File: src/verilog/btfb_pkg.sv
// Package for the bit toggle and flag branch execution block
package btfb_pkg;
	localparam logic [3:0]  BIT_TOGGLE_NIBBLE   = 4'h7;
	localparam logic [7:0]  BRANCH_OVF_BYTE     = 8'hE4;
	localparam logic [7:0]  BRANCH_ZERO_BYTE    = 8'hE0;
	localparam logic [7:0]  ILO_LIMIT           = 8'h5F;
	localparam logic [3:0]  ACCESS_LOW_BANK     = 4'h0;
	localparam logic [3:0]  ACCESS_HIGH_BANK    = 4'hF;
	localparam logic [7:0]  ACCESS_SPLIT        = 8'h60;
	localparam logic [3:0]  BANK_SEL_RESET      = 4'h0;
	localparam logic [20:0] PC_RESET            = 21'h000000;
	localparam logic [20:0] PC_STEP             = 21'h000002;
	localparam int          BIT_FIELD_POS       = 9;
	localparam int          ACCESS_FIELD_POS    = 8;

	typedef enum logic [1:0] {Q1, Q2, Q3, Q4} btfb_phase_type;

	typedef struct packed {
		logic        wr;
		logic [11:0] addr;
		logic [7:0]  data;
	} btfb_dmem_type;
endpackage

File: src/verilog/btfb_core.sv
// Execution logic for bit toggle and overflow/zero relative branches
//
// Added by the designer: the plain strobed port and the placing of the registers.
`timescale 1ns/1ps
`default_nettype none

module btfb_core
	import btfb_pkg::*;
(
	input  wire logic        CLK_SYS_I,
	input  wire logic        RESETN_I,
	input  wire logic        EXT_SET_EN_I,
	input  wire logic [15:0] INSTR_I,
	input  wire logic [7:0]  FSR2_I,
	input  wire logic        OVERFLOW_I,
	input  wire logic        ZERO_I,
	input  wire logic        BANK_SEL_WR_I,
	input  wire logic [3:0]  BANK_SEL_WDATA_I,
	input  wire logic [7:0]  DMEM_RDATA_I,
	output logic [11:0]      DMEM_ADDR_O,
	output logic             DMEM_RD_O,
	output logic             DMEM_WR_O,
	output logic [7:0]       DMEM_WDATA_O,
	output logic [20:0]      PC_O,
	output logic             FETCH_O,
	output logic             NOP_CYCLE_O,
	output logic [1:0]       PHASE_O,
	output logic [3:0]       BANK_SEL_O
);

	btfb_phase_type phase;
	logic [15:0]    instr;
	logic [7:0]     data_hold;
	logic [7:0]     offset;
	logic           taken;
	logic           flush;
	logic [3:0]     bank_select_reg;
	btfb_dmem_type  dmem;
	logic [20:0]    pc;

	// Target arithmetic: offset is doubled and sign extended to PC width
	function automatic logic [20:0] rel_target(input logic [20:0] base, input logic [7:0] n);
		logic [20:0] disp;
		disp = {{12{n[7]}}, n, 1'b0};
		rel_target = base + disp;
	endfunction

	// Upper-byte opcode match shared by both branch decodes
	function automatic logic match_byte(input logic [15:0] word, input logic [7:0] code);
		match_byte = (word[15:8] == code);
	endfunction

	// Phase decodes
	wire        in_q1                 = (phase == Q1);
	wire        in_q2                 = (phase == Q2);
	wire        in_q3                 = (phase == Q3);
	wire        in_q4                 = (phase == Q4);

	// A squashed word decodes as nothing, so it can touch neither memory nor PC
	wire        is_bit_toggle_op      = (instr[15:12] == BIT_TOGGLE_NIBBLE) && !flush;
	wire        is_branch_on_overflow_op = match_byte(instr, BRANCH_OVF_BYTE) && !flush;
	wire        is_branch_on_zero_op  = match_byte(instr, BRANCH_ZERO_BYTE) && !flush;
	wire [2:0]  bit_sel               = instr[BIT_FIELD_POS +: 3];
	wire        access_fld            = instr[ACCESS_FIELD_POS];
	wire [7:0]  f_addr                = instr[7:0];

	// Address selection
	wire        use_ilo               = EXT_SET_EN_I && !access_fld && (f_addr <= ILO_LIMIT);
	// Index base plus literal wraps inside eight bits, so indexed access stays in bank 0
	wire [7:0]  ilo_addr              = FSR2_I + f_addr;
	// Access bank splits at 60h: below 60h is bank 0, from 60h up the top bank
	wire [3:0]  access_bank           = (f_addr < ACCESS_SPLIT) ? ACCESS_LOW_BANK
	                                                            : ACCESS_HIGH_BANK;
	// Indexed mode stays inside an 8-bit address; upper bits come from the low bank here
	wire [11:0] eff_addr              = use_ilo    ? {ACCESS_LOW_BANK, ilo_addr}
	                                  : access_fld ? {bank_select_reg, f_addr}
	                                  : {access_bank, f_addr};
	wire [7:0]  toggled               = data_hold ^ (8'h01 << bit_sel);
	// Flags are sampled in Q3 so a flag changed by the previous instruction is seen
	// No flag is an output: all three ops leave the status flags as they were
	wire        cond_ok               = (is_branch_on_overflow_op && OVERFLOW_I)
	                                  || (is_branch_on_zero_op && ZERO_I);
	wire [20:0] pc_inc                = pc + PC_STEP;
	// PC arithmetic wraps at 21 bits
	wire [20:0] next_pc               = taken ? rel_target(pc_inc, offset) : pc_inc;
	// A squashed cycle is never taken itself, so the no-op lasts exactly one cycle
	wire        next_flush            = taken && !flush;
	wire        next_dmem_rd          = in_q1 && is_bit_toggle_op;
	wire        next_dmem_wr          = in_q3 && is_bit_toggle_op;

	// Four clocks per instruction cycle; PHASE_O shows Q1 to Q4 as 0 to 3
	always_ff @(posedge CLK_SYS_I or negedge RESETN_I)
	begin
		if (!RESETN_I)
			phase <= Q1;
		else
		begin
			case (phase)
				Q1:      phase <= Q2;
				Q2:      phase <= Q3;
				Q3:      phase <= Q4;
				Q4:      phase <= Q1;
				default: phase <= Q1;
			endcase
		end
	end

	// Instruction latched at the end of Q4 so decode in Q1 sees a stable word
	always_ff @(posedge CLK_SYS_I or negedge RESETN_I)
	begin
		if (!RESETN_I)
			instr <= 16'h0000;
		else if (phase == Q4)
			instr <= INSTR_I;
	end

	always_ff @(posedge CLK_SYS_I or negedge RESETN_I)
	begin
		if (!RESETN_I)
			bank_select_reg <= BANK_SEL_RESET;
		else if (BANK_SEL_WR_I)
			bank_select_reg <= BANK_SEL_WDATA_I;
	end

	// Bank select is loaded from outside; software must not change it mid-instruction
	// Read in Q2, modify in Q3, write back in Q4
	always_ff @(posedge CLK_SYS_I or negedge RESETN_I)
	begin
		if (!RESETN_I)
			data_hold <= 8'h00;
		else if (in_q2 && is_bit_toggle_op)
			data_hold <= DMEM_RDATA_I;
	end

	always_ff @(posedge CLK_SYS_I or negedge RESETN_I)
	begin
		if (!RESETN_I)
			dmem <= '0;
		else
		begin
			dmem.wr <= next_dmem_wr;
			if (next_dmem_rd || next_dmem_wr)
				dmem.addr <= eff_addr;
			if (next_dmem_wr)
				dmem.data <= toggled;
		end
	end

	// Read strobe stands for Q2 only, beside the address captured at the end of Q1
	always_ff @(posedge CLK_SYS_I or negedge RESETN_I)
	begin
		if (!RESETN_I)
			DMEM_RD_O <= 1'b0;
		else
			DMEM_RD_O <= next_dmem_rd;
	end

	// Offset literal read in Q2
	always_ff @(posedge CLK_SYS_I or negedge RESETN_I)
	begin
		if (!RESETN_I)
			offset <= 8'h00;
		else if (in_q2)
			offset <= instr[7:0];
	end

	// Condition evaluated in Q3 and held through Q4 for the PC load
	always_ff @(posedge CLK_SYS_I or negedge RESETN_I)
	begin
		if (!RESETN_I)
			taken <= 1'b0;
		else if (in_q3)
			taken <= cond_ok;
	end

	// PC write only on a taken branch; otherwise the normal increment
	always_ff @(posedge CLK_SYS_I or negedge RESETN_I)
	begin
		if (!RESETN_I)
			pc <= PC_RESET;
		else if (in_q4)
			pc <= next_pc;
	end

	// A taken branch squashes the already fetched word: next cycle is a no-op
	always_ff @(posedge CLK_SYS_I or negedge RESETN_I)
	begin
		if (!RESETN_I)
			flush <= 1'b0;
		else if (in_q4)
			flush <= next_flush;
	end

	// Fetch strobe stands in Q4, when the next word is taken
	always_ff @(posedge CLK_SYS_I or negedge RESETN_I)
	begin
		if (!RESETN_I)
			FETCH_O <= 1'b0;
		else
			FETCH_O <= in_q3;
	end

	// Every port below is a plain copy of a flop
	assign DMEM_ADDR_O  = dmem.addr;
	assign DMEM_WR_O    = dmem.wr;
	assign DMEM_WDATA_O = dmem.data;
	assign PC_O         = pc;
	assign NOP_CYCLE_O  = flush;
	assign PHASE_O      = phase;
	assign BANK_SEL_O   = bank_select_reg;

endmodule

`default_nettype wire

File: config.mk
export PLATFORM = sky130hd
export DESIGN_NAME = btfb_core
export DESIGN_NICKNAME = d
export VERILOG_FILES = /design/src/verilog/btfb_pkg.sv /design/src/verilog/btfb_core.sv
export SDC_FILE = /design/constraint.sdc
export NUM_CORES = 1
export LEC_CHECK = 0
export ABC_AREA = 1
export BUFFER_PORTS_ARGS = -buffer_cell sky130_fd_sc_hd__buf_2
export CORE_MARGIN = 3
export CORE_UTILIZATION = 45
export DETAILED_ROUTE_END_ITERATION = 10
export PLACE_DENSITY = 0.69
export SETUP_SLACK_MARGIN = 0.5
export SLEW_MARGIN = 30
export SYNTH_ARGS = -nofsm -noshare
export SYNTH_HDL_FRONTEND = slang
export SYNTH_SLANG_ARGS = --single-unit
File: constraint.sdc
create_clock -name CLK_SYS_I -period 2.4 [get_ports CLK_SYS_I]
set_input_delay 0.24 -clock CLK_SYS_I [delete_from_list [all_inputs] [get_ports CLK_SYS_I]]
set_output_delay 0.24 -clock CLK_SYS_I [all_outputs]
set_load 0.05 [all_outputs]
* Yosys cells after proc, flatten, opt, wreduce, memory -nomap -nowiden
Index checks and enable logic that the tools add are counted.
Word-level totals: register bits 84, logic and storage cells 47
Cells by class: $add $sub $neg 3, shift operators 1, order comparisons 2, mux-type cells 5, equal/unequal tests 6, bitwise operators 1, reductions and logical operators 16
Operators with widths (count):
- $mux 12 | 2
- $add 21x2->21 const B | 1
- $add 21x21->21 | 1
- $mux 21 | 1
- $eq 8x8->1 const B | 2
- $logic_and 1x1->1 | 11
- $add 8x8->8 | 1
- $le 8x7->1 const B | 1
- $lt 8x7->1 const B | 1
- $pmux 2 s4 | 1
- $shl 1x3->8 const A | 1
- $xor 8x8->8 | 1
- $eq 2x2->1 const B | 2
- $eq 4x3->1 const B | 1
- $mux 4 | 1
- $eq 2x1->1 const B | 1
- $logic_not 1->1 | 2
- $logic_not 2->1 | 1
- $logic_or 1x1->1 | 2

* Longest topological paths before layout
Gate-level depths: netlist of the first run.
depth in word-level cells 4, gate-level depth with buffers 24

* Worst setup path before layout of the first run
OpenSTA, ideal clock, no wires.
path type reg-to-reg, from register pc[1] (netlist: PC_O[1]), to register pc[19] (netlist: PC_O[19]), path buffers 0, clock period less this slack 2.982 ns, cell stages (with the launch flop) 22, path slack -0.582 ns, data arrival time 2.864 ns, setup time 0.118 ns, cells stage by stage dfrtp_1 -> ha_1 -> nand2_1 -> nor2_1 -> nand2_1 -> nor2_2 -> nand2_1 -> clkinv_1 -> nand2_1 -> nand2_1 -> inv_1 -> ha_1 -> nand2_1 -> inv_1 -> a21oi_1 -> nor2_1 -> nor2_1 -> nand2_1 -> nand2_1 -> nand3_1 -> nand2_1 -> nand2_1
On the way: word-level cells in the longest chain between the ends 3
Ends and longest elaborated chain:
- start: declaration | line btfb_core.sv:39 | logic [20:0] pc;
- start signal: assignment | line btfb_core.sv:182 | pc <= next_pc;
- $add 21x2->21 * | line btfb_core.sv:83 | wire [20:0] pc_inc = pc + PC_STEP;
- $add 21x21->21 | line btfb_core.sv:45 | rel_target = base + disp;
- $mux 21 * | line btfb_core.sv:85 | wire [20:0] next_pc = taken ? rel_target(pc_inc, offset) : pc_inc;
Every way passes the cells marked *; elsewhere a longest branch is shown, timed or not. A chain may end at the register's enable or synchronous reset.

* Worst setup path in the final report of the first run
from register pc[2] (netlist: PC_O[2]), to register pc[19] (netlist: PC_O[19])
The elaborated chain is that of the path after synthesis.

==> flow_metrics.py, run 1 <==
metrics = {
    "synth": {
        "synth.avg_cell_area_um2": 7.38,
        "synth_cells": 745,
        "number_of_nets_produced_by_synthesis": 824,
        "proportion_of_synthesized_chip_area_in_sequential_cells_pct": 37.8,
        "mappedNetlistArea_mm2": 0.00550,
        "yosys_warnings": 0,
        "ys_ff_latch": 83,
        "synthDistinctLibCells": 40,
    },
    "worst_setup_path": {
        "worst_r2r_endpoint": "PC_O[19]",
        "startpoint_type": "register",
        "r2r_worst_path_depth": 19,
        "worstSetupPathType": "register to register",
        "critical_path_arrival_ns": 2.88,
        "worstPathRequired_ns": 2.64,
        "rr_startpoint": "PC_O[2]",
        "worst-path-max-fanout": 4,
        "rrSetupSlack_ns": -0.24,
        "timing.critical_path.to_type": "register",
    },
    "placement": {
        "dp_hpwl_mm": 12.1,
        "postPlaceCellArea_mm2": 0.00678,
        "preCtsSetupSlack_ns": -0.216,
        "gp_congestion": 0.931,
        "buffer_ports.inserted": 91,
    },
    "timing": {
        "final_period_minus_worst_setup_slack_ns": 2.64,
        "final_hold_viol_count": 0,
        "setup_repair_after_global_routing_missed_its_margin": "yes",
        "clock-skew-final_ns": 0.00570,
        "worstMarginPinSlew_ns": 0.529,
        "final.setup.worst_slack_ns": -0.238,
        "post-route-period-util_pct": 110,
        "max_transition_viols_final": 0,
        "totalNegativeSetupSlack_ns": -1.58,
        "max_slew_margin_pct": 64.6,
        "fmax_mhz": 379,
        "timing.final.setup_violations": 13,
    },
    "clock_network": {
        "cts_buffer_depth": 2,
        "clock_sink_count": 83,
        "cts-htree-levels": 3,
        "cts.clk_slew.worst_paths_ns": 0.06,
        "insertion_delay_ns": 0.35,
        "tritoncts": "built",
        "clock_tree.root_cell": "sky130_fd_sc_hd__clkbuf_16",
        "cts-buffers-inserted": 9,
    },
    "layout": {
        "antenna-diode-count": 0,
        "layout_cell_share_with_drive_strength_beyond_1_pct": 41.1,
        "most_common_cell_after_layout_fill_and_taps_aside": "sky130_fd_sc_hd__nand2_1",
        "n_fill_cell": 913,
        "finalNetCount": 1015,
        "commonest_non_fill_non_tap_cells_in_the_layout": "sky130_fd_sc_hd__nand2_1 (175), sky130_fd_sc_hd__buf_2 (90), sky130_fd_sc_hd__buf_4 (88)",
        "post_layout_inst_area_mm2": 0.00807,
        "syn_to_final_growth_pct": 46.9,
    },
    "floorplan": {
        "die_wd_um": 117,
        "floorplan.die_area_mm2": 0.0136,
        "start_util_pct": 47.1,
        "core_footprint_mm2": 0.0117,
        "io-pin-count": 93,
        "floorplan.die.height_um": 117,
        "placementRows": 39,
    },
    "min_path": {
        "whs_path_depth": 3,
        "hold_path_startpoint": "INSTR_I[12]",
        "whs_endpoint": "instr[12]",
        "hp-class": "input port to register",
    },
    "grt": {
        "antenna_violations_before_repair": 0,
        "grt_start_max_net_pins": 48,
        "grt_pass1_wl_mm": 27.5,
        "grt_pass1_vias": 5770,
        "track_usage_pct": 26.0,
        "overflow": 0,
    },
    "power": {
        "irDropWorstVdd_v": 0.000555,
        "sequentialPowerShare_pct": 32.9,
        "pwr_density_cell_mw_per_mm2": 624,
        "comb_power_share_pct": 39.5,
        "clkPwrFrac_pct": 27.6,
        "sw_frac_of_total_pct": 37.4,
        "internal_power_mw": 3.15,
        "switching_power_mw": 1.89,
        "power.leakage_nw": 4.18,
    },
    "route": {
        "routed-via-count": 5744,
        "number_of_design_rule_violations_left_after_detail_routing": 0,
        "postRouteAntennaNets": 0,
        "vias_per_cell": 5.30,
        "dr.first_iter.drc_count": 302,
        "dr.pass1.iters": 5,
        "routed_wire_length_per_instance_um": 16.3,
        "detail_route.wirelength_mm": 17.7,
    },
    "run_status": {
        "failing_checks": "negative setup slack",
        "run_status": "complete, but fails checks",
    },
    "job": {
        "drv.max_cap_violation_count": 0,
    },
}
-- how the worst max path moves through the flow --
stage / from / endpoint / cells after the start
floorplan: PC_O[1] / PC_O[20] / 22
global placement: PC_O[2] / PC_O[18] / 19
detailed placement: PC_O[1] / PC_O[16] / 17
CTS: PC_O[2] / PC_O[20] / 22
global route: PC_O[2] / PC_O[19] / 19
finish: PC_O[2] / PC_O[19] / 19
-- layer usage --
layer,wire length [µm],up-vias,GRT usage (%)
met5,0,-,0
met2,8740,174,43.6
met3,942,39,5.08
met4,455,0,9.74
li1,-,2777,-
met1,7530,2754,33.3
-- worst max-delay path: stages (launching register included) --
cell                      delay, ns
sky130_fd_sc_hd__dfrtp_2       0.40
sky130_fd_sc_hd__nand2_2       0.07
sky130_fd_sc_hd__nor2_4        0.17
sky130_fd_sc_hd__buf_6         0.12
sky130_fd_sc_hd__buf_6         0.09
sky130_fd_sc_hd__inv_4         0.04
sky130_fd_sc_hd__nor2_4        0.09
sky130_fd_sc_hd__inv_2         0.06
sky130_fd_sc_hd__o21ai_4       0.15
sky130_fd_sc_hd__inv_2         0.06
sky130_fd_sc_hd__ha_4          0.32
sky130_fd_sc_hd__nand2_4       0.06
sky130_fd_sc_hd__nor2_2        0.20
sky130_fd_sc_hd__nand3_1       0.12
sky130_fd_sc_hd__nand4_1       0.18
sky130_fd_sc_hd__nand2_1       0.10
sky130_fd_sc_hd__nand3_1       0.09
sky130_fd_sc_hd__nand3_1       0.08
sky130_fd_sc_hd__nand2_1       0.07
sky130_fd_sc_hd__nand2_1       0.05
-- state kept, by name, indices dropped and copies added, names as in the netlist --
| name | cells |
|---|---|
| BANK_SEL_O | 4 |
| DMEM_ADDR_O | 12 |
| DMEM_RD_O | 1 |
| DMEM_WDATA_O | 8 |
| DMEM_WR_O | 1 |
| FETCH_O | 1 |
| NOP_CYCLE_O | 1 |
| PC_O | 20 |
| PHASE_O | 2 |
| data_hold | 8 |
| instr | 16 |
| offset | 8 |
| taken | 1 |
-- power groups by stage --
stage                     clock network (mW)  registers [mW]  logic, mW
after global placement                     0            1.66       1.45
after CTS                               1.42            1.66       1.72
after floorplan                            0            2.06      0.585
after global routing                    1.48            1.68       2.12
after detailed placement                   0            1.67       1.47
final                                   1.39            1.66       1.99
-- repair_timing --
item	4_1_cts	5_1_grt
resized for setup	98	77
pin swaps	28	45
endpoints found under the setup margin	17	36
hold buffers	1	0
hold endpoints to repair	36	0
setup buffers	22	8
gates cloned	0	0
-- through the flow --
step	instances	total power, mW	util (%)	hold WS (ns)
finish	1083	5.04	69.2	0.0914
global route	1083	5.27	69.2	0.109
CTS	1075	4.80	65.6	0.0810
detailed placement	1037	3.14	58.1	0.246
global placement	1037	3.12	58.1	0.239
floorplan	745	2.65	-	-0.0556
-- final cells by class --
cell class / count / area (µm²) / share of cell area, %
Timing Repair Buffer: 195 / 1340 / 16.6
Clock buffer: 11 / 243 / 3.01
Inverter: 105 / 405 / 5.02
Multi-Input combinational cell: 542 / 3770 / 46.6
Clock inverter: 4 / 51.3 / 0.635
Sequential cell: 83 / 2090 / 25.9
Tap cell: 143 / 179 / 2.22
-- synth_stat cells --
cell type | n | area share, %
sky130_fd_sc_hd__nor2_4 | 2 | 0.41
sky130_fd_sc_hd__fa_1 | 2 | 0.73
sky130_fd_sc_hd__a21oi_1 | 43 | 3.9
sky130_fd_sc_hd__or2_2 | 1 | 0.11
sky130_fd_sc_hd__clkinv_1 | 2 | 0.14
sky130_fd_sc_hd__o21ai_0 | 43 | 3.9
sky130_fd_sc_hd__o21ai_1 | 6 | 0.55
sky130_fd_sc_hd__o221ai_1 | 5 | 0.80
sky130_fd_sc_hd__o22ai_1 | 4 | 0.46
sky130_fd_sc_hd__nand2_1 | 214 | 15
sky130_fd_sc_hd__a21oi_2 | 1 | 0.16
sky130_fd_sc_hd__inv_1 | 102 | 7.0
sky130_fd_sc_hd__dfrtp_1 | 83 | 38
sky130_fd_sc_hd__inv_2 | 1 | 0.068
sky130_fd_sc_hd__a31oi_1 | 1 | 0.11
sky130_fd_sc_hd__nand2_2 | 1 | 0.11
sky130_fd_sc_hd__nor2_8 | 1 | 0.36
sky130_fd_sc_hd__nand2_4 | 2 | 0.41
sky130_fd_sc_hd__conb_1 | 1 | 0.068
sky130_fd_sc_hd__nor3b_1 | 1 | 0.14
sky130_fd_sc_hd__nor3_1 | 2 | 0.18
sky130_fd_sc_hd__nor2_1 | 56 | 3.8
sky130_fd_sc_hd__ha_1 | 35 | 8.0
sky130_fd_sc_hd__xor2_1 | 21 | 3.3
sky130_fd_sc_hd__buf_2 | 3 | 0.27
sky130_fd_sc_hd__a21o_1 | 3 | 0.41
sky130_fd_sc_hd__nor2_2 | 4 | 0.46
sky130_fd_sc_hd__buf_1 | 2 | 0.14
sky130_fd_sc_hd__and2_1 | 1 | 0.11
sky130_fd_sc_hd__or2_1 | 1 | 0.11
sky130_fd_sc_hd__o211ai_1 | 3 | 0.41
sky130_fd_sc_hd__nand3_1 | 60 | 5.5
sky130_fd_sc_hd__mux2_2 | 12 | 2.5
sky130_fd_sc_hd__nand4_1 | 6 | 0.68
sky130_fd_sc_hd__xnor2_1 | 4 | 0.64
sky130_fd_sc_hd__nor4_1 | 2 | 0.23
sky130_fd_sc_hd__o21bai_1 | 3 | 0.41
sky130_fd_sc_hd__clkbuf_1 | 9 | 0.61
sky130_fd_sc_hd__buf_4 | 1 | 0.14
sky130_fd_sc_hd__xor2_2 | 1 | 0.30
-- kinds of logic after synthesis --
kind of cell,count (synthesis),synth area share [%]
muxes,12,2.46
xor gates and xnor gates,26,4.28
adders and majority gates,37,8.70
AOI/OAI and AO/OA,112,11.1
DFF,83,37.8
buffers and inverters,120,8.33
and+or+nand+nor,354,27.2
other,1,0.0682
No activity file was read; power rests on OpenSTA's default activity.
==> run 2, diff against run 1 <==
Settings changed: CORE_UTILIZATION 45 to 52, PLACE_DENSITY 0.69 to 0.78.
==> run 2 against run 1 <==
Net effect:
- clock power decreased by 21%
- the run still ends with negative setup slack left
- via count increased by 2.2%
- clock skew increased by 0.012 ns
- sequential share of layout area increased by 0.88 points
- register-to-register slack improved by 0.06 ns
- combinational power decreased by 6%
- sequential power about the same
- critical path depth increased by 3
- final area decreased by 3.3%
- core utilization increased by 8.5 points
- clock-buffer cell count decreased by 2
==> flow_metrics.py, run 2 (same netlist as run 1, synthesis figures left out) <==
metrics = {
    "run_status": {
        "run_status": "complete, but fails checks",
        "failing_checks": "negative setup slack",
    },
    "route": {
        "postRouteAntennaNets": 0,
        "dr.first_iter.drc_count": 411,
        "routed-via-count": 5871,
        "vias_per_cell": 5.53,
        "number_of_design_rule_violations_left_after_detail_routing": 0,
        "dr.pass1.iters": 5,
        "detail_route.wirelength_mm": 17.3,
        "routed_wire_length_per_instance_um": 16.3,
    },
    "timing": {
        "worstMarginPinSlew_ns": 0.666,
        "hold_ws_ns": 0.0592,
        "timing.final.setup_violations": 9,
        "final_period_minus_worst_setup_slack_ns": 2.58,
        "max_transition_viols_final": 0,
        "post-route-period-util_pct": 108,
        "final_hold_viol_count": 0,
        "fmax_mhz": 387,
        "final.setup.worst_slack_ns": -0.182,
        "max_slew_margin_pct": 55.6,
        "setup_repair_after_global_routing_missed_its_margin": "yes",
        "clock-skew-final_ns": 0.0176,
    },
    "worst_setup_path": {
        "crit_chain": "ha_4, nand2_4, nor2_4, nand2_4, nor2_4, nand2_2, inv_4, or2_1, nand2_2, inv_2, ha_4, nand2_4, nand2_1, nand2_1, nand2_1, a21oi_2, nand2_2, nor2_1, nand3_1, nand3_1, nand2_1, inv_1",
        "critical-path-slowest-cell": "sky130_fd_sc_hd__dfrtp_2",
        "crit_path_max_incr_delay_ns": 0.45,
        "worst_r2r_endpoint": "PC_O[20]",
        "worstSetupPathType": "register to register",
        "r2r_worst_path_depth": 22,
        "timing.critical_path.mode_cell": "sky130_fd_sc_hd__nand2_1",
        "startpoint_type": "register",
        "worst-path-max-fanout": 4,
        "rrSetupSlack_ns": -0.18,
        "rr_startpoint": "PC_O[1]",
        "critical_path_arrival_ns": 2.91,
        "worstPathRequired_ns": 2.73,
        "timing.critical_path.to_type": "register",
    },
    "power": {
        "sequentialPowerShare_pct": 35.8,
        "clkPwrFrac_pct": 23.7,
        "pwr_density_cell_mw_per_mm2": 593,
        "internal_power_mw": 2.77,
        "power.leakage_nw": 4.05,
        "sw_frac_of_total_pct": 40.2,
        "comb_power_share_pct": 40.5,
        "p_total_mw": 4.63,
        "switching_power_mw": 1.86,
        "irDropWorstVdd_v": 0.000533,
    },
    "min_path": {
        "hp-class": "input port to register",
        "whs_endpoint": "instr[1]",
        "whs_path_depth": 3,
        "hold_path_startpoint": "INSTR_I[1]",
    },
    "clock_network": {
        "tritoncts": "built",
        "cts-htree-levels": 3,
        "clock_tree.root_cell": "sky130_fd_sc_hd__clkbuf_8",
        "clock_sink_count": 83,
        "insertion_delay_ns": 0.38,
        "cts.clk_slew.worst_paths_ns": 0.11,
        "cts_buffer_depth": 2,
        "cts-buffers-inserted": 9,
    },
    "placement": {
        "gp_congestion": 0.932,
        "dp_hpwl_mm": 11.9,
        "buffer_ports.inserted": 91,
    },
    "floorplan": {
        "io-pin-count": 93,
        "core_footprint_mm2": 0.0100,
        "floorplan.die.height_um": 109,
        "placementRows": 36,
        "die_wd_um": 109,
        "floorplan.die_area_mm2": 0.0118,
        "start_util_pct": 54.7,
    },
    "layout": {
        "antenna-diode-count": 0,
        "commonest_non_fill_non_tap_cells_in_the_layout": "sky130_fd_sc_hd__nand2_1 (180), sky130_fd_sc_hd__buf_2 (90), sky130_fd_sc_hd__buf_4 (85)",
        "syn_to_final_growth_pct": 42.1,
        "final_core_util_pct": 77.7,
        "number_of_flip_flops_in_the_largest_register": 20,
        "multi_input_area_mm2": 0.00376,
        "most_common_cell_after_layout_fill_and_taps_aside": "sky130_fd_sc_hd__nand2_1",
        "layout_cell_share_with_drive_strength_beyond_1_pct": 40.3,
        "sequential_cell_area_mm2": 0.00209,
        "finalNetCount": 1002,
        "n_fill_cell": 670,
    },
    "grt": {
        "grt_pass1_wl_mm": 27.9,
        "grt_start_max_net_pins": 44,
        "track_usage_pct": 29.9,
        "antenna_violations_before_repair": 0,
        "grt_pass1_vias": 5938,
        "overflow": 0,
    },
    "job": {
        "drv.max_cap_violation_count": 0,
    },
}
-- run 2: stage by stage --
step	instances	TNS [ns]	area (µm²)	setup slack (ns)
after floorplan	745	-1.34	5630	-0.145
after global placement	1023	-0.880	6720	-0.113
after detailed placement	1023	-1.68	6720	-0.212
after CTS	1058	-0.336	7560	-0.0812
after global routing	1061	-2.80	7810	-0.343
final	1061	-1.09	7810	-0.182
-- run 2: power by group through the flow --
stage | combinational [mW] | sequential [mW] | clock [mW]
4_1_cts | 1.73 | 1.65 | 1.10
3_3_place_gp | 1.47 | 1.66 | 0
6_report | 1.87 | 1.66 | 1.10
2_1_floorplan | 0.585 | 2.06 | 0
3_5_place_dp | 1.49 | 1.67 | 0
5_1_grt | 2.00 | 1.68 | 1.16
-- run 2: critical path, delay by kind of cell (launching register included) --
family                     cells  cell delay, ns
and+or+nand+nor               16            1.30
AOI/OAI and AO/OA              1            0.20
adders and majority gates      2            0.45
DFF                            1            0.45
buffers and inverters          3            0.13
-- run 2: routing by layer --
metal  vias to the layer above  routed length [µm]  track usage [%]
met4                         0                 552             11.0
met2                       254                8560             51.0
met5                         -                   0                0
met3                        54                1190             6.16
met1                      2823                7020             37.5
li1                       2740                   -                -
-- run 2: how the worst max path moves through the flow --
stage,from,to,slack [ns],cells after the start
after global routing,PC_O[1],PC_O[20],-0.34,21
after floorplan,PC_O[1],PC_O[20],-0.14,22
final,PC_O[1],PC_O[20],-0.18,22
after global placement,PC_O[2],PC_O[18],-0.11,19
after detailed placement,PC_O[1],PC_O[20],-0.21,20
after CTS,PC_O[1],PC_O[20],-0.08,22
-- run 2: layout make-up --
class,count,share of cell area [%]
Sequential cell,83,26.8
Clock buffer,9,1.59
Multi-Input combinational cell,542,48.2
Tap cell,133,2.13
Inverter,105,5.11
Timing Repair Buffer,182,15.0
Clock inverter,7,1.09
-- run 2: repair_timing --
item | CTS | global route
buffers inserted | 18 | 3
endpoints found under the setup margin | 17 | 35
hold buffers | 1 | 0
pin swaps | 44 | 32
hold endpoints to repair | 42 | 0
resized for setup | 109 | 52
